**config.mk**
```make
export PLATFORM = sky130hd
export DESIGN_NAME = scp_host
export DESIGN_NICKNAME = d
export VERILOG_FILES = /design/src/inc/scp_pkg.sv /design/src/verilog/scp_qtick.sv /design/src/verilog/scp_host.sv
export SDC_FILE = /design/constraint.sdc
export NUM_CORES = 1
export LEC_CHECK = 0
export BUFFER_PORTS_ARGS = -buffer_cell sky130_fd_sc_hd__buf_2
export CORE_MARGIN = 2
export CORE_UTILIZATION = 53
export CTS_CLUSTER_DIAMETER = 80
export DETAILED_ROUTE_END_ITERATION = 7
export GPL_TIMING_DRIVEN = 0
export PLACE_DENSITY = 0.74
export SLEW_MARGIN = 20
export SYNTH_ARGS = -nofsm -noshare
export SYNTH_HDL_FRONTEND = slang
export SYNTH_SLANG_ARGS = --single-unit
export TNS_END_PERCENT = 50
```
**constraint.sdc**
```tcl
create_clock -name CLK_I -period 6.5 [get_ports CLK_I]
set_input_delay 0.65 -clock CLK_I [delete_from_list [all_inputs] [get_ports CLK_I]]
set_output_delay 0.65 -clock CLK_I [all_outputs]
set_load 0.01 [all_outputs]
```
**src/inc/scp_pkg.sv**
```systemverilog
// scp_pkg: constants and types for the serial control port host
package scp_pkg;
  // ---------------------------------------------------------------
  // timing
  // ---------------------------------------------------------------
  localparam int         CLK_NS          = 10;
  localparam int         SPI_QUARTER_NS  = 25;
  localparam int         I2C_QUARTER_NS  = 625;
  localparam logic [7:0] SPI_QUARTER_CYC = 8'((SPI_QUARTER_NS + CLK_NS - 1) / CLK_NS);
  localparam logic [7:0] I2C_QUARTER_CYC = 8'((I2C_QUARTER_NS + CLK_NS - 1) / CLK_NS);
  localparam logic [4:0] ABORT_QUARTERS  = 5'h10;
  // ---------------------------------------------------------------
  // frame layout
  // ---------------------------------------------------------------
  localparam logic [3:0]  I2C_ID_HI    = 4'hB;
  localparam logic        I2C_DIR_WR   = 1'h0;
  localparam logic        I2C_DIR_RD   = 1'h1;
  localparam logic        SPI_DIR_RD   = 1'h1;
  localparam logic [1:0]  LEN_STREAM   = 2'h3;
  localparam logic [15:0] SHORT_MAX    = 16'h0003;
  localparam int          INSTR_ADDR_W = 13;
  localparam logic [3:0]  SPI_LAST_BIT = 4'h7;
  localparam logic [3:0]  ACK_BIT      = 4'h8;
  localparam logic [15:0] INSTR_BITS   = 16'h0010;
  // ---------------------------------------------------------------
  // types
  // ---------------------------------------------------------------
  typedef enum logic [2:0] {
    OP_SPI_WR     = 3'h0,
    OP_SPI_RD     = 3'h1,
    OP_I2C_PTR    = 3'h2,
    OP_I2C_WR     = 3'h3,
    OP_I2C_CUR_RD = 3'h4,
    OP_I2C_RD     = 3'h5
  } scp_op_t;

  typedef struct packed {
    scp_op_t     op;
    logic [15:0] addr;
    logic [15:0] count;
  } scp_cmd_t;

  typedef enum logic [2:0] {
    ST_IDLE  = 3'h0,
    ST_START = 3'h1,
    ST_LOAD  = 3'h3,
    ST_BIT   = 3'h2,
    ST_NEXT  = 3'h6,
    ST_STOP  = 3'h7,
    ST_STALL = 3'h5,
    ST_ABORT = 3'h4
  } scp_state_t;

  typedef enum logic [2:0] {
    STG_SLA_WR  = 3'h0,
    STG_ADDR_HI = 3'h1,
    STG_ADDR_LO = 3'h3,
    STG_SLA_RD  = 3'h2,
    STG_DATA    = 3'h6
  } scp_stg_t;
endpackage : scp_pkg

```
**src/verilog/scp_qtick.sv**
```systemverilog
// scp_qtick: quarter-bit tick divider for the serial clocks
module scp_qtick
  import scp_pkg::*;
(
  input  wire logic clk_i,
  input  wire logic rst_i,
  input  wire logic run_i,
  input  wire logic i2c_i,
  output logic      tick_o
);
  // ---------------------------------------------------------------
  // divider
  // ---------------------------------------------------------------
  logic [7:0] cnt_q;
  logic [7:0] last;

  assign last   = i2c_i ? I2C_QUARTER_CYC - 8'h01 : SPI_QUARTER_CYC - 8'h01;
  assign tick_o = run_i && (cnt_q == last);

  always_ff @(posedge clk_i or posedge rst_i) begin
    if (rst_i) begin
      cnt_q <= 8'h00;
    end else if (!run_i || cnt_q == last) begin
      cnt_q <= 8'h00;
    end else begin
      cnt_q <= cnt_q + 8'h01;
    end
  end
endmodule : scp_qtick

```
**src/verilog/scp_host.sv**
```systemverilog
// scp_host: host controller driving the serial control port over spi or i2c
module scp_host
  import scp_pkg::*;
(
  input  wire logic       CLK_I,
  input  wire logic       RST_I,
  input  wire logic       CMD_VALID_I,
  input  wire scp_cmd_t   CMD_I,
  output logic            CMD_READY_O,
  input  wire logic [7:0] WR_DATA_I,
  input  wire logic       WR_VALID_I,
  output logic            WR_READY_O,
  output logic [7:0]      RD_DATA_O,
  output logic            RD_VALID_O,
  input  wire logic       UNIDIR_I,
  input  wire logic [2:0] I2C_ADDR_LO_I,
  input  wire logic       ABORT_I,
  output logic            BUSY_O,
  output logic            NACK_O,
  output logic            SPI_SCLK_O,
  output logic            SPI_CS_N_O,
  input  wire logic       SPI_SDIO_I,
  output logic            SPI_SDIO_O,
  output logic            SPI_SDIO_OE_O,
  input  wire logic       SERIAL_READBACK_PIN_I,
  input  wire logic       I2C_SCL_I,
  output logic            I2C_SCL_O,
  output logic            I2C_SCL_OE_O,
  input  wire logic       I2C_SDA_I,
  output logic            I2C_SDA_O,
  output logic            I2C_SDA_OE_O
);
  // ---------------------------------------------------------------
  // helpers
  // ---------------------------------------------------------------
  function automatic scp_stg_t stg_after(scp_stg_t s, scp_op_t op);
    unique case (s)
      STG_SLA_WR:  stg_after = STG_ADDR_HI;
      STG_ADDR_HI: stg_after = STG_ADDR_LO;
      STG_ADDR_LO: stg_after = (op == OP_I2C_RD) ? STG_SLA_RD : STG_DATA;
      default:     stg_after = STG_DATA;
    endcase
  endfunction : stg_after

  function automatic logic [15:0] spi_instr(logic rd, logic [15:0] n, logic [15:0] a);
    logic [1:0] len;
    len       = (n > SHORT_MAX) ? LEN_STREAM : n[1:0] - 2'h1;
    spi_instr = {rd ? SPI_DIR_RD : ~SPI_DIR_RD, len, a[INSTR_ADDR_W-1:0]};
  endfunction : spi_instr

  // ---------------------------------------------------------------
  // state
  // ---------------------------------------------------------------
  scp_state_t  st_q;
  scp_stg_t    stg_q;
  scp_op_t     op_q;
  logic [15:0] hdr_q, cnt_q, edge_q, cnt_in;
  logic [7:0]  sh_q, rd_data_q;
  logic [3:0]  bit_q, s1_q, s2_q;
  logic [4:0]  ab_q;
  logic [1:0]  ph_q;
  logic        i2c_q, rd_q, stream_q, ack_q, nack_q, rd_valid_q;
  logic        sclk_q, cs_n_q, sdio_q, sdio_oe_q, sda_q, scl_q;
  logic        tick, adv, acc, need_wr, ld_ok, ld_stall, ld_abort;
  logic        data_ph, host_tx, in_bit, bit_end, done, restart;
  logic        sdio_s, rb_s, sda_s, scl_s, i2c_in, rd_in;

  // ---------------------------------------------------------------
  // pin synchronisers
  // ---------------------------------------------------------------
  always_ff @(posedge CLK_I or posedge RST_I) begin
    if (RST_I) begin
      s1_q <= 4'hF;
      s2_q <= 4'hF;
    end else begin
      s1_q <= {I2C_SCL_I, I2C_SDA_I, SERIAL_READBACK_PIN_I, SPI_SDIO_I};
      s2_q <= s1_q;
    end
  end
  assign {scl_s, sda_s, rb_s, sdio_s} = s2_q;

  // ---------------------------------------------------------------
  // decode
  // ---------------------------------------------------------------
  scp_qtick u_tick (
    .clk_i  (CLK_I),
    .rst_i  (RST_I),
    .run_i  (st_q inside {ST_START, ST_BIT, ST_STOP, ST_ABORT}),
    .i2c_i  (i2c_q),
    .tick_o (tick)
  );

  assign adv      = tick && !(i2c_q && ph_q == 2'h2 && !scl_s);
  assign acc      = (st_q == ST_IDLE) && CMD_VALID_I;
  assign data_ph  = (stg_q == STG_DATA);
  assign host_tx  = !(data_ph && rd_q);
  assign need_wr  = data_ph && !rd_q;
  assign ld_ok    = (st_q == ST_LOAD) && !(need_wr && !WR_VALID_I);
  assign ld_stall = (st_q == ST_LOAD) && need_wr && !WR_VALID_I && !i2c_q && !stream_q;
  assign ld_abort = (st_q == ST_LOAD) && need_wr && !WR_VALID_I && ABORT_I && (i2c_q || stream_q);
  assign in_bit   = i2c_q ? sda_s : (UNIDIR_I ? rb_s : sdio_s);
  assign bit_end  = (st_q == ST_BIT) && adv && ph_q == 2'h3 && bit_q == (i2c_q ? ACK_BIT : SPI_LAST_BIT);
  assign done     = (stg_q == STG_ADDR_LO && op_q == OP_I2C_PTR)
                  || (data_ph && cnt_q == 16'h0001)
                  || (i2c_q && host_tx && ack_q);
  assign restart  = (stg_q == STG_ADDR_LO) && (op_q == OP_I2C_RD);
  assign cnt_in   = (CMD_I.count == 16'h0000) ? 16'h0001 : CMD_I.count;
  assign i2c_in   = (CMD_I.op >= OP_I2C_PTR);
  assign rd_in    = CMD_I.op inside {OP_SPI_RD, OP_I2C_CUR_RD, OP_I2C_RD};

  // ---------------------------------------------------------------
  // control fsm
  // ---------------------------------------------------------------
  always_ff @(posedge CLK_I or posedge RST_I) begin
    if (RST_I) begin
      st_q <= ST_IDLE;
    end else begin
      unique case (st_q)
        ST_IDLE:  if (acc) st_q <= ST_START;
        ST_START: if (adv && ph_q == 2'h3) st_q <= ST_LOAD;
        ST_LOAD: begin
          if (ld_ok) st_q <= ST_BIT;
          else if (ld_stall) st_q <= ST_STALL;
          else if (ld_abort) st_q <= ST_STOP;
        end
        ST_BIT:   if (bit_end) st_q <= ST_NEXT;
        ST_NEXT: begin
          if (done) st_q <= ST_STOP;
          else if (restart) st_q <= ST_START;
          else st_q <= ST_LOAD;
        end
        ST_STALL: begin
          if (ABORT_I) st_q <= ST_ABORT;
          else if (WR_VALID_I) st_q <= ST_START;
        end
        ST_ABORT: if (adv && ab_q == ABORT_QUARTERS - 5'h01) st_q <= ST_STOP;
        ST_STOP:  if (adv && ph_q == 2'h3) st_q <= ST_IDLE;
      endcase
    end
  end

  always_ff @(posedge CLK_I or posedge RST_I) begin
    if (RST_I) begin
      ph_q  <= 2'h0;
      bit_q <= 4'h0;
      ab_q  <= 5'h00;
    end else begin
      if (adv && st_q inside {ST_START, ST_BIT, ST_STOP}) ph_q <= ph_q + 2'h1;
      if (st_q == ST_LOAD) bit_q <= 4'h0;
      else if (st_q == ST_BIT && adv && ph_q == 2'h3) bit_q <= bit_q + 4'h1;
      if (st_q != ST_ABORT) ab_q <= 5'h00;
      else if (adv) ab_q <= ab_q + 5'h01;
    end
  end

  // ---------------------------------------------------------------
  // byte sequencing and shifter
  // ---------------------------------------------------------------
  always_ff @(posedge CLK_I or posedge RST_I) begin
    if (RST_I) begin
      op_q     <= OP_SPI_WR;
      stg_q    <= STG_ADDR_HI;
      hdr_q    <= 16'h0000;
      cnt_q    <= 16'h0000;
      i2c_q    <= 1'h0;
      rd_q     <= 1'h0;
      stream_q <= 1'h0;
      sh_q     <= 8'h00;
      ack_q    <= 1'h0;
    end else if (acc) begin
      op_q     <= CMD_I.op;
      i2c_q    <= i2c_in;
      rd_q     <= rd_in;
      cnt_q    <= cnt_in;
      stream_q <= !i2c_in && cnt_in > SHORT_MAX;
      hdr_q    <= i2c_in ? CMD_I.addr : spi_instr(rd_in, cnt_in, CMD_I.addr);
      stg_q    <= !i2c_in ? STG_ADDR_HI : (CMD_I.op == OP_I2C_CUR_RD) ? STG_SLA_RD : STG_SLA_WR;
    end else if (ld_ok) begin
      ack_q <= 1'h0;
      unique case (stg_q)
        STG_SLA_WR:  sh_q <= {I2C_ID_HI, I2C_ADDR_LO_I, I2C_DIR_WR};
        STG_SLA_RD:  sh_q <= {I2C_ID_HI, I2C_ADDR_LO_I, I2C_DIR_RD};
        STG_ADDR_HI: sh_q <= hdr_q[15:8];
        STG_ADDR_LO: sh_q <= hdr_q[7:0];
        default:     sh_q <= rd_q ? 8'hFF : WR_DATA_I;
      endcase
    end else if (st_q == ST_BIT && adv && ph_q == 2'h2) begin
      if (bit_q == ACK_BIT) ack_q <= in_bit;
      else sh_q <= {sh_q[6:0], in_bit};
    end else if (st_q == ST_NEXT) begin
      if (data_ph) cnt_q <= cnt_q - 16'h0001;
      if (!done) stg_q <= stg_after(stg_q, op_q);
    end
  end

  // ---------------------------------------------------------------
  // pin drive
  // ---------------------------------------------------------------
  always_ff @(posedge CLK_I or posedge RST_I) begin
    if (RST_I) begin
      sclk_q    <= 1'h0;
      cs_n_q    <= 1'h1;
      sdio_q    <= 1'h0;
      sdio_oe_q <= 1'h0;
      sda_q     <= 1'h1;
      scl_q     <= 1'h1;
    end else if (ld_stall) begin
      cs_n_q    <= 1'h1;
      sdio_oe_q <= 1'h0;
    end else if (st_q == ST_ABORT && adv && ab_q == 5'h00) begin
      cs_n_q <= 1'h0;
    end else if (adv) begin
      unique case (st_q)
        ST_START: begin
          if (!i2c_q) begin
            if (ph_q == 2'h0) cs_n_q <= 1'h0;
          end else begin
            unique case (ph_q)
              2'h0: sda_q <= 1'h1;
              2'h1: scl_q <= 1'h1;
              2'h2: sda_q <= 1'h0;
              2'h3: scl_q <= 1'h0;
            endcase
          end
        end
        ST_BIT: begin
          unique case (ph_q)
            2'h0: begin
              sdio_q    <= sh_q[7];
              sdio_oe_q <= !i2c_q && host_tx;
              if (bit_q == ACK_BIT) sda_q <= host_tx ? 1'h1 : (cnt_q == 16'h0001);
              else sda_q <= host_tx ? sh_q[7] : 1'h1;
            end
            2'h1: begin
              sclk_q <= !i2c_q;
              scl_q  <= 1'h1;
            end
            2'h2: begin
              sclk_q <= sclk_q;
            end
            2'h3: begin
              sclk_q <= 1'h0;
              scl_q  <= !i2c_q;
            end
          endcase
        end
        ST_STOP: begin
          if (!i2c_q) begin
            if (ph_q == 2'h1) begin
              cs_n_q    <= 1'h1;
              sdio_oe_q <= 1'h0;
            end
          end else begin
            unique case (ph_q)
              2'h0: sda_q <= 1'h0;
              2'h1: scl_q <= 1'h1;
              2'h2: sda_q <= 1'h1;
              2'h3: scl_q <= 1'h1;
            endcase
          end
        end
        default: sclk_q <= 1'h0;
      endcase
    end
  end

  // ---------------------------------------------------------------
  // user side
  // ---------------------------------------------------------------
  always_ff @(posedge CLK_I or posedge RST_I) begin
    if (RST_I) begin
      rd_data_q  <= 8'h00;
      rd_valid_q <= 1'h0;
      nack_q     <= 1'h0;
      edge_q     <= 16'h0000;
    end else begin
      rd_valid_q <= (st_q == ST_NEXT) && data_ph && rd_q;
      if ((st_q == ST_NEXT) && data_ph && rd_q) rd_data_q <= sh_q;
      if ((st_q == ST_NEXT) && i2c_q && host_tx && ack_q) nack_q <= 1'h1;
      else if (acc) nack_q <= 1'h0;
      if (acc) edge_q <= 16'h0000;
      else if (st_q == ST_BIT && adv && ph_q == 2'h1 && !i2c_q) edge_q <= edge_q + 16'h0001;
    end
  end

  assign CMD_READY_O   = (st_q == ST_IDLE);
  assign WR_READY_O    = ld_ok && need_wr;
  assign RD_DATA_O     = rd_data_q;
  assign RD_VALID_O    = rd_valid_q;
  assign BUSY_O        = (st_q != ST_IDLE);
  assign NACK_O        = nack_q;
  assign SPI_SCLK_O    = sclk_q;
  assign SPI_CS_N_O    = cs_n_q;
  assign SPI_SDIO_O    = sdio_q;
  assign SPI_SDIO_OE_O = sdio_oe_q;
  assign I2C_SCL_O     = 1'h0;
  assign I2C_SCL_OE_O  = !scl_q;
  assign I2C_SDA_O     = 1'h0;
  assign I2C_SDA_OE_O  = !sda_q;
endmodule : scp_host

```
# Word-level counts from Yosys, hierarchy flattened
# Cells that the tools add are included.
# word_totals
register_bits,96
latchBits,0
mem_bits_rw,0
rom_bits,0
in_bits,56
n_memories,0
# classes
addsub,6
multipliers,0
div_mod_pow,0
n_lt_le_gt_ge,2
n_eq_ne,52
shift,0
n_mux,82
bitwise_logic,4
n_reduce_logical,86
# ops
op,n
$mux 16,7
$mux 3,17
$mux 8,5
$logic_and 1x1->1,37
$pmux 8 s4,1
$mux 1,30
$eq 3x3->1 const B,8
$pmux 3 s8,1
$ne 2x2->1 const B,10
$reduce_and 9->1,2
$eq 16x1->1 const B,1
$gt 16x2->1 const B,1
$logic_not 16->1,1
$pmux 1 s2,8
$reduce_bool 2->1,8
$sub 16x1->16 const B,1
$eq 3x2->1 const B,5
$reduce_bool 3->1,5
$logic_not 1->1,12
$mux 4,3
$reduce_and 6->1,2
$mux 5,2
$reduce_and 5->1,2
$eq 3x1->1 const B,3
other kinds (33),60

# Depth between registers and ports, before layout
# Gate-level depths: netlist of the first run.
# logic_depth
depth_word,11
depth_mapped,8

# Modules after synthesis
# Synthesis of the first run repeated with hierarchy kept, for this count alone.
# unflattened
cells_unflattened,589
area_unflattened_um2,5452.7
# by_module_without_submodules
module,n_inst,cells_per_inst,area_each_um2
scp_host,1,546,4986.0
scp_qtick,1,43,466.7

# Worst setup path before layout of the first run
# OpenSTA, ideal clock, no wires.
# synth_path
path_kind,register to register
start,reg u_tick.cnt_q[0]
end,reg ph_q[1]
setup_ps,125
t_arrival_ps,2376
required_time_ps,6375
path_slack_ps,3999
stages_incl_launch_ff,8
n_path_buf,0
cell_sequence,dfrtp_1 > inv_1 > ha_1 > or3b_2 > o21bai_1 > nor3_4 > or4b_4 > mux2_4
# synth_via
elab_chain_cells,4
# synth_lines
element,line_no,source
from (decl),scp_qtick.sv:14,logic [7:0] cnt_q;
from (signal assigned),scp_qtick.sv:26,cnt_q <= cnt_q + 8'h01;
$eq 8x8->1,scp_qtick.sv:18,assign tick_o = run_i && (cnt_q == last);
$logic_and 1x1->1,scp_qtick.sv:18,
$logic_and 1x1->1,scp_host.sv:93,assign adv = tick && !(i2c_q && ph_q == 2'h2 && !scl_s);
$logic_and 1x1->1,scp_host.sv:148,"if (adv && st_q inside {ST_START, ST_BIT, ST_STOP}) ph_q <= ph_q + 2'h1;"
to (signal assigned),scp_host.sv:148,
to (decl),scp_host.sv:61,logic [1:0] ph_q;
# Every way passes these cells.
# A chain may end at the register's enable or synchronous reset.

# Worst setup path in the final report of the first run
# layout_path
start,reg stg_q[1]
end,out WR_READY_O
# layout_via
elab_chain_cells,6
# layout_lines
element,line_no,source
from (decl),scp_host.sv:55,scp_stg_t stg_q;
from (signal assigned),scp_host.sv:177,stg_q <= !i2c_in ? STG_ADDR_HI : (CMD_I.op == OP_I2C_CUR_RD) ? STG_SLA_RD : STG_SLA_WR;
from (signal assigned),scp_host.sv:192,"if (!done) stg_q <= stg_after(stg_q, op_q);"
$eq 3x3->1 *,scp_host.sv:95,assign data_ph = (stg_q == STG_DATA);
$logic_and 1x1->1 *,scp_host.sv:97,assign need_wr = data_ph && !rd_q;
$logic_and 1x1->1,scp_host.sv:98,assign ld_ok = (st_q == ST_LOAD) && !(need_wr && !WR_VALID_I);
$logic_not 1->1,scp_host.sv:98,
$logic_and 1x1->1,scp_host.sv:98,
$logic_and 1x1->1 *,scp_host.sv:287,assign WR_READY_O = ld_ok && need_wr;
to (decl),scp_host.sv:12,"output logic WR_READY_O,"
# Mark *: on every way between the ends. The rest lies on a longest branch, timed or not.

==> reports/qor.csv, run 1 <==
stage;metric;value;unit
outcome;outcome;finished clean;
cells_and_area;num-nets-final;733;
placement;preCtsSetupSlack;3.61;ns
timing;grt_setup_unrepaired;false;
cells_and_area;insertedDiodeCount;0;
cells_and_area;finalNonFillerCells;802;
synthesis;synth_flop_cell;dfrtp_1;
timing;setup_tns;0;ns
cts;clock_latency;0.38;ns
synthesis;yosys.area.top_type;dfrtp_1;
synthesis;synth_largest_type_area_fraction;0.389;
synthesis;yosys_warnings;0;
synthesis;synth-edff-count;0;
flow_run;max_cap_viol_count;0;
cells_and_area;final_common_cell;nand2_1;
timing;timing_worst_slew_pin_value;1.05;ns
setup_path;timing.critical_path.to_type;output port;
cells_and_area;layout.core_utilization;0.629;
global_route;grt_start_max_net_pins;61;
placement;detailedPlacementHpwl;9910;um
setup_path;critical_path.reg2reg.endpoint;SPI_SDIO_O$_DFFE_PP0P_;
global_route;gr-total-overflow;0;
setup_path;reg2reg_from;u_tick.cnt_q[0]$_DFF_PP0_;
die;floorplan.core_area;9820;um^2
setup_path;required;5.85;ns
placement;placedCellCount;786;
drt;initial_detailed_routing_violation_count;279;
setup_path;timing.critical_path.from_type;register;
synthesis;synthCells;577;
cts;cts_buffer_count;9;
placement;finalWeightedCongestion;0.933;
synthesis;synth.yosys.seq_area_share;0.448;
die;initial_core_util;0.550;
setup_path;timing.reg2reg.setup_slack;3.57;ns
die;placementRows;36;
timing;clock-skew-final;0.0130;ns
die;floorplan.io_pins;77;
cts;postCtsSetupBuffers;0;
drt;antenna_left;0;
timing;slew_viol_final;0;
cells_and_area;drive_gt1_frac;0.227;
die;die_w;105;um
drt;drc;0;
timing;max_freq;300;MHz
global_route;first_global_vias;4625;
setup_path;cp_data_arrival_time;2.68;ns
global_route;grt_pass1_wl;22500;um
pwr;power.leakage;2.81;nW
hold_path;hold_path.class;in -> async;
cts;cts-hold-fix-buffers;0;
synthesis;syn-cell-area;5400;um^2
timing;final_critical_path_setup_slack;3.17;ns
synthesis;synth-async-reset-ratio;1.00;
setup_path;critPathKind;reg -> out;
placement;port_buffers;74;
pwr;cellPowerDensity;172;nW/um^2
cells_and_area;fill_cells;863;
cts;worst_setup_hold_path_clk_slew;0.10;ns
timing;hold_viol_final;0;
global_route;total_routing_usage_gr;0.254;
synthesis;postSynthRegisterBits;96;
cells_and_area;layout_common_cells;nand2_1, dfrtp_1, buf_2;
timing;report.final.setup_viol;0;
synthesis;leading_cell_types_by_total_area_after_synthesis;dfrtp_1, nand2_1, dfstp_2, mux2_2, ha_1;
cts;cts-resized-gates;0;
drt;detailroute.via_count;4692;
cts;cts_tree;built;
synthesis;synth.distinct_cells;72;
drt;drt_pre_antenna_iters;6;
die;die_y;105;um
drt;route.detailed.vias_per_inst;5.85;
global_route;antenna_found_initial;0;
synthesis;syn_area_per_cell;9.35;um^2
cts;cts-root-to-sink-buffers;2;
drt;routed_len_inst;16.7;um
cts;clockRootBuffer;clkbuf_8;
timing;finalCritPeriodShare;0.513;
cts;clock_sinks;96;
setup_path;critical_path_peak_fanout;10;
cells_and_area;flow.area_growth_from_synthesis;14.5;%
drt;routed_wl;13400;um
timing;fin_crit;3.33;ns
pwr;max-vdd-ir-drop;0.000173;V
setup_path;reg2regPathDepth;7;
cts;h-tree-depth;3;
timing;max_slew_margin;0.295;
die;die_area;11000;um^2
## cell usage after synthesis, types with 5 or more instances
cell type	instances
a21oi_1	22
a31oi_1	9
buf_1	6
clkbuf_1	18
dfrtp_1	84
dfstp_2	12
ha_1	13
inv_1	27
mux2_2	25
mux2i_1	9
nand2_1	85
nand3_1	15
nand4_1	8
nor2_1	42
nor3_1	13
nor4_1	15
o211a_1	6
o211ai_1	5
o21ai_0	29
o22ai_1	10
o31ai_1	7
or3_1	5
xnor2_1	12
xor2_1	7
## per-layer routing
layer  GRT usage  routed length, um
met1       0.341               5890
met2       0.406               6440
met3      0.0512                813
met4      0.0981                274
met5           0                  0
## area by class of cell
type                    count  area (um^2)  share of cell area
clock inverters             6         71.3              0.0115
plain buffers              31          155              0.0251
repair buffers             75          398              0.0644
inverters                  29          114              0.0184
clock buffers              10          138              0.0223
well taps                 133          166              0.0269
flip-flops and latches     96         2420               0.391
multi-input cells         422         2720               0.440
## stage by stage
| stage | cell area, um^2 | power, W | hold slack (ns) |
|---|---|---|---|
| 3_5_place_dp | 5970 | 0.000658 | 0.347 |
| 2_1_floorplan | 5400 | 0.000630 | 0.345 |
| 4_1_cts | 6180 | 0.00107 | 0.252 |
| 3_3_place_gp | 5940 | 0.000654 | 0.345 |
| 6_report | 6180 | 0.00106 | 0.245 |
| 5_1_grt | 6180 | 0.00110 | 0.252 |
## kinds of logic after synthesis
group,count (synthesis),share of synthesized area
AOI/OAI and AO/OA,124,0.153
xor gates and xnor gates,19,0.0308
adders and majority gates,13,0.0301
buffers and inverters,60,0.0489
DFF,96,0.448
muxes,36,0.0744
other,1,0.000695
and+or+nand+nor,228,0.214
## sequential cells by signal, indices dropped and copies added, names as in the netlist, 2 cells and up
| register | cells |
|---|---|
| s1_q | 4 |
| u_tick.cnt_q | 8 |
| sh_q | 8 |
| stg_q | 3 |
| cnt_q | 16 |
| s2_q | 4 |
| st_q | 3 |
| bit_q | 4 |
| ph_q | 2 |
| hdr_q | 16 |
| op_q | 3 |
| ab_q | 5 |
| RD_DATA_O | 8 |
## worst max-delay path by stage
stage / from / slack [ns] / to / cells after the start
floorplan: RST_I / 3.36 / NACK_O$_DFFE_PP0P_ / 1
global placement: RST_I / 2.30 / cnt_q[9]$_DFFE_PP0P_ / 2
detailed placement: stg_q[1]$_DFFE_PP0P_ / 3.61 / WR_READY_O / 7
CTS: stg_q[1]$_DFFE_PP0P_ / 3.16 / WR_READY_O / 7
global route: stg_q[1]$_DFFE_PP0P_ / 2.96 / WR_READY_O / 7
finish: stg_q[1]$_DFFE_PP0P_ / 3.17 / WR_READY_O / 7
## power breakdown
group	total [W]	switching, W	internal, W	leakage (nW)
Clock	0.000419	0.000226	0.000192	0.0999
Sequential	0.000602	0.000000819	0.000601	1.18
Combinational	0.0000436	0.0000256	0.0000180	1.53
## worst max-delay path, stage by stage, from the launching register on
cell,delay [ns]
dfrtp_1,0.34
clkbuf_1,0.34
nand4bb_1,0.15
clkbuf_1,0.20
o21ai_1,0.63
clkbuf_1,0.37
nor2_1,0.11
buf_2,0.16
Note: power is estimated with default switching activity, not from simulation.
==> run 2, diff against run 1 <==
Clock period 6.5 ns to 3.1 ns, I/O delays scaled along.
==> reports/qor.csv, run 2 (synthesized netlist as in run 1, its figures left out) <==
stage;metric;value;unit;change
setup_path;reg2regPathDepth;7;;unchanged
pwr;power.leakage;2.83;nW;was 2.81 nW
hold_path;hold_path.class;in -> reg;;was in -> async
die;die_y;105;um;unchanged
die;floorplan.core_area;9820;um^2;unchanged
cts;cts_tree;built;;unchanged
pwr;max-vdd-ir-drop;0.000362;V;was 0.000173 V
pwr;cellPowerDensity;359;nW/um^2;was 172 nW/um^2
cells_and_area;layout.core_utilization;0.634;;was 0.629
setup_path;timing.critical_path.to_type;register;;was output port
timing;slew_viol_final;0;;unchanged
die;die_w;105;um;unchanged
die;floorplan.io_pins;77;;unchanged
cells_and_area;layout_common_cells;nand2_1, dfrtp_1, buf_2;;unchanged
drt;route.met3.wl;854;um;was 813 um
timing;timing_worst_slew_pin_value;1.05;ns;about the same
setup_path;critical_path_peak_fanout;6;;was 10
die;die_area;11000;um^2;unchanged
setup_path;critical_path.reg2reg.endpoint;SPI_SDIO_O$_DFFE_PP0P_;;unchanged
timing;report.final.setup_viol;0;;unchanged
global_route;first_global_vias;4628;;was 4625
global_route;grt_pass1_wl;22500;um;about the same
cells_and_area;final_design_area_no_fill;6220;um^2;was 6180 um^2
global_route;antenna_found_initial;0;;unchanged
cts;h-tree-depth;3;;unchanged
drt;wl_met1;5890;um;about the same
cells_and_area;insertedDiodeCount;0;;unchanged
timing;hold_viol_final;0;;unchanged
setup_path;reg2reg_from;u_tick.cnt_q[0]$_DFF_PP0_;;unchanged
placement;placedCellCount;786;;unchanged
cells_and_area;flow.area_growth_from_synthesis;15.3;%;was 14.5%
timing;clock-skew-final;0.0158;ns;was 0.0130 ns
cts;clockRootBuffer;clkbuf_8;;unchanged
drt;met2WireLength;6440;um;unchanged
timing;max_slew_margin;0.296;;was 0.295
drt;routed_wl;13500;um;was 13400 um
placement;port_buffers;74;;unchanged
hold_path;hold_path_depth;1;;
timing;fin_crit;2.91;ns;
cts;clock_latency;0.39;ns;was 0.38 ns
timing;grt_setup_unrepaired;false;;unchanged
setup_path;critPathKind;reg -> reg;;was reg -> out
drt;top_signal_layer_used;met4;;unchanged
placement;placed_cell_areas;5970;um^2;unchanged
cells_and_area;fill_cells;854;;was 863
hold_path;whs_endpoint;s1_q[3]$_DFF_PP1_;;
die;initial_core_util;0.550;;unchanged
setup_path;cp_data_arrival_time;3.20;ns;was 2.68 ns
setup_path;timing.reg2reg.setup_slack;0.19;ns;was 3.57 ns
cts;cts_buffer_count;9;;unchanged
drt;routed_len_inst;16.7;um;about the same
drt;initial_detailed_routing_violation_count;258;;was 279
timing;finalCritPeriodShare;0.940;;
placement;finalWeightedCongestion;0.933;;unchanged
drt;drt_pre_antenna_iters;5;;was 6
cts;worst_setup_hold_path_clk_slew;0.10;ns;about the same
cells_and_area;reg.largest.list;cnt_q x16, hdr_q x16;;unchanged
drt;drc;0;;unchanged
cells_and_area;num-nets-final;737;;was 733
cells_and_area;drive_gt1_frac;0.227;;about the same
drt;detailroute.via_count;4726;;was 4692
cts;cts-root-to-sink-buffers;2;;unchanged
placement;detailedPlacementHpwl;9910;um;unchanged
cts;clock_sinks;96;;unchanged
global_route;grt_start_max_net_pins;61;;unchanged
flow_run;max_cap_viol_count;0;;unchanged
cells_and_area;final_common_cell;nand2_1;;unchanged
pwr;fin_total_pwr;0.00224;W;was 0.00106 W
setup_path;timing.critical_path.from_type;register;;unchanged
timing;setup_tns;0;ns;unchanged
setup_path;required;3.38;ns;was 5.85 ns
global_route;total_routing_usage_gr;0.254;;about the same
timing;max_freq;343;MHz;
drt;antenna_left;0;;unchanged
global_route;gr-total-overflow;0;;unchanged
outcome;outcome;finished clean;;unchanged
cells_and_area;finalNonFillerCells;806;;was 802
hold_path;startpoint_of_the_lowest_slack_hold_path;I2C_SCL_I;;
drt;route.detailed.vias_per_inst;5.86;;was 5.85
die;placementRows;36;;unchanged
run 2: repair_timing:
item,CTS,global route
setup endpoints to repair,0,1
gates resized for setup,0,1
hold endpoints to repair,25,3
hold buffers,1,3
setup buffers,0,0
run 2: power breakdown:
group / total, W / internal [W] / leakage (nW) / switching [W]
Clock: 0.000877 / 0.000403 / 0.0999 / 0.000474
Combinational: 0.0000958 / 0.0000410 / 1.55 / 0.0000547
Sequential: 0.00126 / 0.00126 / 1.18 / 0.00000169
run 2: routing by layer:
metal	global-route usage	vias up
li1	-	2245
met5	0	-
met3	0.0512	34
met1	0.342	2267
met2	0.406	180
met4	0.0981	0
run 2: through the flow:
step / hold WS, ns / setup slack [ns]
after floorplan: 0.314 / 0.304
final: 0.0297 / 0.185
after CTS: 0.00332 / 0.104
after detailed placement: 0.330 / 0.220
after global placement: 0.345 / -0.764
after global routing: 0.0225 / 0.0128
run 2: critical path, stage by stage (launching register included):
cell,delay [ns]
dfrtp_1,0.44
inv_1,0.08
ha_1,0.13
or3b_2,0.48
o21bai_1,0.32
nor4_1,0.92
nand2_1,0.14
mux2_2,0.30
run 2: final cells by class:
cell class	instances	area [um^2]	share of cell area
Multi-Input combinational cell	422	2720	0.438
Sequential cell	96	2420	0.388
Timing Repair Buffer	79	438	0.0704
Tap cell	133	166	0.0267
Buffer	31	155	0.0249
Clock buffer	10	138	0.0221
Inverter	29	114	0.0183
Clock inverter	6	71.3	0.0115
run 2: worst max path at each step:
| stage | start | endpoint | slack, ns |
|---|---|---|---|
| after detailed placement | u_tick.cnt_q[0]$_DFF_PP0_ | sh_q[0]$_DFFE_PP0P_ | 0.22 |
| after global routing | u_tick.cnt_q[0]$_DFF_PP0_ | sh_q[3]$_DFFE_PP0P_ | 0.01 |
| after floorplan | RST_I | NACK_O$_DFFE_PP0P_ | 0.30 |
| final | u_tick.cnt_q[0]$_DFF_PP0_ | SPI_SDIO_O$_DFFE_PP0P_ | 0.19 |
| after global placement | RST_I | cnt_q[9]$_DFFE_PP0P_ | -0.76 |
| after CTS | stg_q[1]$_DFFE_PP0P_ | WR_READY_O | 0.10 |
==> run 3, diff against run 2 <==
Settings changed: SYNTH_HIERARCHICAL set to 1.
==> reports/qor.csv, run 3 <==
stage;metric;value;unit;change
cts;cts_tree;built;;unchanged
timing;timing_worst_slew_pin_value;0.619;ns;was 1.05 ns
cells_and_area;reg.largest.list;cnt_q x16, hdr_q x16;;unchanged
die;floorplan.core_area;10100;um^2;was 9820 um^2
hold_path;hold_path.class;in -> reg;;unchanged
setup_path;reg2reg_from;u_tick/cnt_q[2]$_DFF_PP0_;;was u_tick.cnt_q[0]$_DFF_PP0_
cells_and_area;layout_common_cells;nand2_1, dfrtp_1, buf_2;;unchanged
synthesis;synth-edff-count;0;;unchanged
timing;clock-skew-final;0.0134;ns;was 0.0158 ns
die;die_w;105;um;about the same
setup_path;critPathKind;reg -> reg;;unchanged
pwr;power.leakage;2.81;nW;was 2.83 nW
cts;worst_setup_hold_path_clk_slew;0.10;ns;about the same
pwr;seq_power_share;0.388;;was 0.565
drt;initial_detailed_routing_violation_count;255;;was 258
die;initial_core_util;0.538;;was 0.550
placement;port_buffers;74;;unchanged
outcome;outcome;finished clean;;unchanged
pwr;clkPwrFrac;0.154;;was 0.392
synthesis;synth-async-reset-ratio;1.00;;unchanged
cts;clockRootBuffer;clkbuf_8;;unchanged
cts;cts-root-to-sink-buffers;2;;unchanged
synthesis;synth_flop_cell;dfrtp_1;;unchanged
synthesis;syn-cell-area;5450;um^2;was 5400 um^2
drt;antenna_left;0;;unchanged
pwr;net-switching-power;0.00227;W;was 0.000530 W
synthesis;synth_largest_type_area_fraction;0.385;;was 0.389
flow_run;max_cap_viol_count;0;;unchanged
setup_path;cp_data_arrival_time;3.20;ns;about the same
synthesis;yosys.area.top_type;dfrtp_1;;unchanged
cells_and_area;num-nets-final;747;;was 737
synthesis;synth_commonest_cells;nand2_1, dfrtp_1, nor2_1, a21oi_1;;was nand2_1, dfrtp_1, nor2_1, o21ai_0, inv_1
drt;routed_wl;13500;um;about the same
setup_path;cp-endpoint;SPI_SDIO_OE_O$_DFFE_PP0P_;;was SPI_SDIO_O$_DFFE_PP0P_
timing;finalCritPeriodShare;0.945;;was 0.940
setup_path;required;3.38;ns;about the same
setup_path;timing.critical_path.from_type;register;;unchanged
timing;hold_viol_final;0;;unchanged
drt;routed_len_inst;16.5;um;was 16.7 um
drt;drt_pre_antenna_iters;5;;unchanged
setup_path;timing.critical_path.to_type;register;;unchanged
global_route;grt_pass1_wl;23000;um;was 22500 um
timing;max_slew_margin;0.585;;was 0.296
cells_and_area;drive_gt1_frac;0.218;;was 0.227
setup_path;timing.reg2reg.setup_slack;0.17;ns;was 0.19 ns
drt;route.detailed.vias_per_inst;5.84;;was 5.86
cts;h-tree-depth;3;;unchanged
global_route;total_routing_usage_gr;0.256;;was 0.254
placement;finalWeightedCongestion;0.932;;was 0.933
die;die_y;105;um;about the same
pwr;fin_total_pwr;0.00526;W;was 0.00224 W
pwr;internal_portion_of_total_power;0.00299;W;was 0.00171 W
setup_path;worst_setup_path_startpoint;u_tick/cnt_q[2]$_DFF_PP0_;;was u_tick.cnt_q[0]$_DFF_PP0_
synthesis;yosys_warnings;6;;was 0
cts;clock_sinks;96;;unchanged
die;placementRows;37;;was 36
pwr;power.switching_fraction;0.432;;was 0.237
setup_path;critical_path.reg2reg.endpoint;SPI_SDIO_OE_O$_DFFE_PP0P_;;was SPI_SDIO_O$_DFFE_PP0P_
drt;drc;0;;unchanged
setup_path;reg2regPathDepth;8;;was 7
die;die_area;11100;um^2;was 11000 um^2
global_route;antenna_found_initial;0;;unchanged
global_route;grt_start_max_net_pins;53;;was 61
synthesis;postSynthRegisterBits;96;;unchanged
cells_and_area;flow.area_growth_from_synthesis;14.7;%;was 15.3%
timing;slew_viol_final;0;;unchanged
global_route;gr-total-overflow;0;;unchanged
synthesis;syn_area_per_cell;9.26;um^2;was 9.35 um^2
pwr;max-vdd-ir-drop;0.000373;V;was 0.000362 V
setup_path;critical_path_peak_fanout;8;;was 6
cts;clock_latency;0.38;ns;was 0.39 ns
die;floorplan.io_pins;77;;unchanged
timing;fin_crit;2.93;ns;was 2.91 ns
synthesis;synth.distinct_cells;76;;was 72
synthesis;synth.yosys.seq_area_share;0.443;;was 0.448
global_route;first_global_vias;4638;;was 4628
placement;detailedPlacementHpwl;9870;um;was 9910 um
synthesis;leading_cell_types_by_total_area_after_synthesis;dfrtp_1, nand2_1, dfstp_2, nor2_1, a21oi_1;;was dfrtp_1, nand2_1, dfstp_2, mux2_2, ha_1
drt;detailroute.via_count;4785;;was 4726
timing;grt_setup_unrepaired;false;;unchanged
cells_and_area;final_common_cell;nand2_1;;unchanged
timing;max_freq;341;MHz;was 343 MHz
timing;fin_worst_hold_slack;0.0225;ns;was 0.0297 ns
cts;cts_buffer_count;9;;unchanged
pwr;power.share.combinational;0.458;;was 0.043
synthesis;synthCells;589;;was 577
synthesis;synth_most_common_cell;nand2_1;;unchanged
timing;report.final.setup_viol;0;;unchanged
cts;postCtsSetupBuffers;0;;unchanged
cells_and_area;insertedDiodeCount;0;;unchanged
pwr;cellPowerDensity;840;nW/um^2;was 359 nW/um^2
## run 3: worst min path at each step
| stage | start | slack, ns | depth (start not counted) | end |
|---|---|---|---|---|
| final | I2C_SDA_I | 0.02 | 1 | s1_q[2]$_DFF_PP1_ |
| after floorplan | RST_I | 0.13 | 1 | u_tick/cnt_q[0]$_DFF_PP0_ |
| after global routing | I2C_SDA_I | 0.00004 | 1 | s1_q[2]$_DFF_PP1_ |
| after CTS | SPI_SDIO_I | 0.005 | 1 | s1_q[0]$_DFF_PP1_ |
| after global placement | RST_I | 0.27 | 2 | u_tick/cnt_q[7]$_DFF_PP0_ |
| after detailed placement | RST_I | 0.31 | 2 | u_tick/cnt_q[2]$_DFF_PP0_ |
## run 3: cell families after synthesis
group,Yosys count,share of synthesized area
AO/OA/AOI/OAI,134,0.165
XOR/XNOR,22,0.0353
adder cells (fa/ha/maj),13,0.0298
buffers and inverters,56,0.0447
flip-flops,96,0.443
multiplexers,23,0.0480
other,1,0.000688
AND/OR/NAND/NOR,244,0.233
## run 3: layout make-up
cell class                      count  area, um^2
Buffer                             31         151
Clock buffer                       10         138
Clock inverter                      6        50.0
Fill cell                         898        3880
Inverter                           24        92.6
Multi-Input combinational cell    438        2810
Sequential cell                    96        2420
Tap cell                          136         170
Timing Repair Buffer               78         428
## run 3: worst max-delay path, cell delays in order (launching register included)
cell and delay, ns:
dfrtp_1 0.39, buf_6 0.13, or4_4 0.49, mux2i_4 0.27, and3_2 0.35, nand2_1 0.17
a221oi_2 0.31, or4b_1 0.48, a32o_1 0.22
## run 3: power by group through the flow
stage | registers (W) | clock network, W | logic (W)
3_5_place_dp | 0.00206 | 0 | 0.00236
3_3_place_gp | 0.00204 | 0 | 0.00230
5_1_grt | 0.00209 | 0.000886 | 0.00269
4_1_cts | 0.00203 | 0.000827 | 0.00238
6_report | 0.00204 | 0.000811 | 0.00241
2_1_floorplan | 0.00201 | 0 | 0.00172
## run 3: through the flow
stage          setup TNS [ns]  instances  setup slack, ns  instance area [um^2]  utilization
2_1_floorplan               0        590            0.475                  5460            -
3_5_place_dp          -0.0505        801          -0.0249                  6030        0.594
6_report                    0        819            0.171                  6260        0.617
3_3_place_gp           -45.12        800           -0.600                  6000        0.592
4_1_cts                     0        817           0.0587                  6230        0.614
5_1_grt                     0        819           0.0123                  6260        0.617
## run 3: routing by layer
layer  share of wire  wire (um)  vias to the layer above  GRT usage
met3           0.053        710                       15     0.0501
met1            0.45       6060                     2335      0.349
met4           0.011        145                        0     0.0638
li1                -          -                     2292          -
met2            0.49       6600                      143      0.421
met5               0          0                        -          0
## run 3: repair_timing
item | 4_1_cts | 5_1_grt
setup endpoints to repair | 3 | 13
gates resized for setup | 1 | 3
endpoints found under the hold margin | 39 | 2
hold buffers | 1 | 2
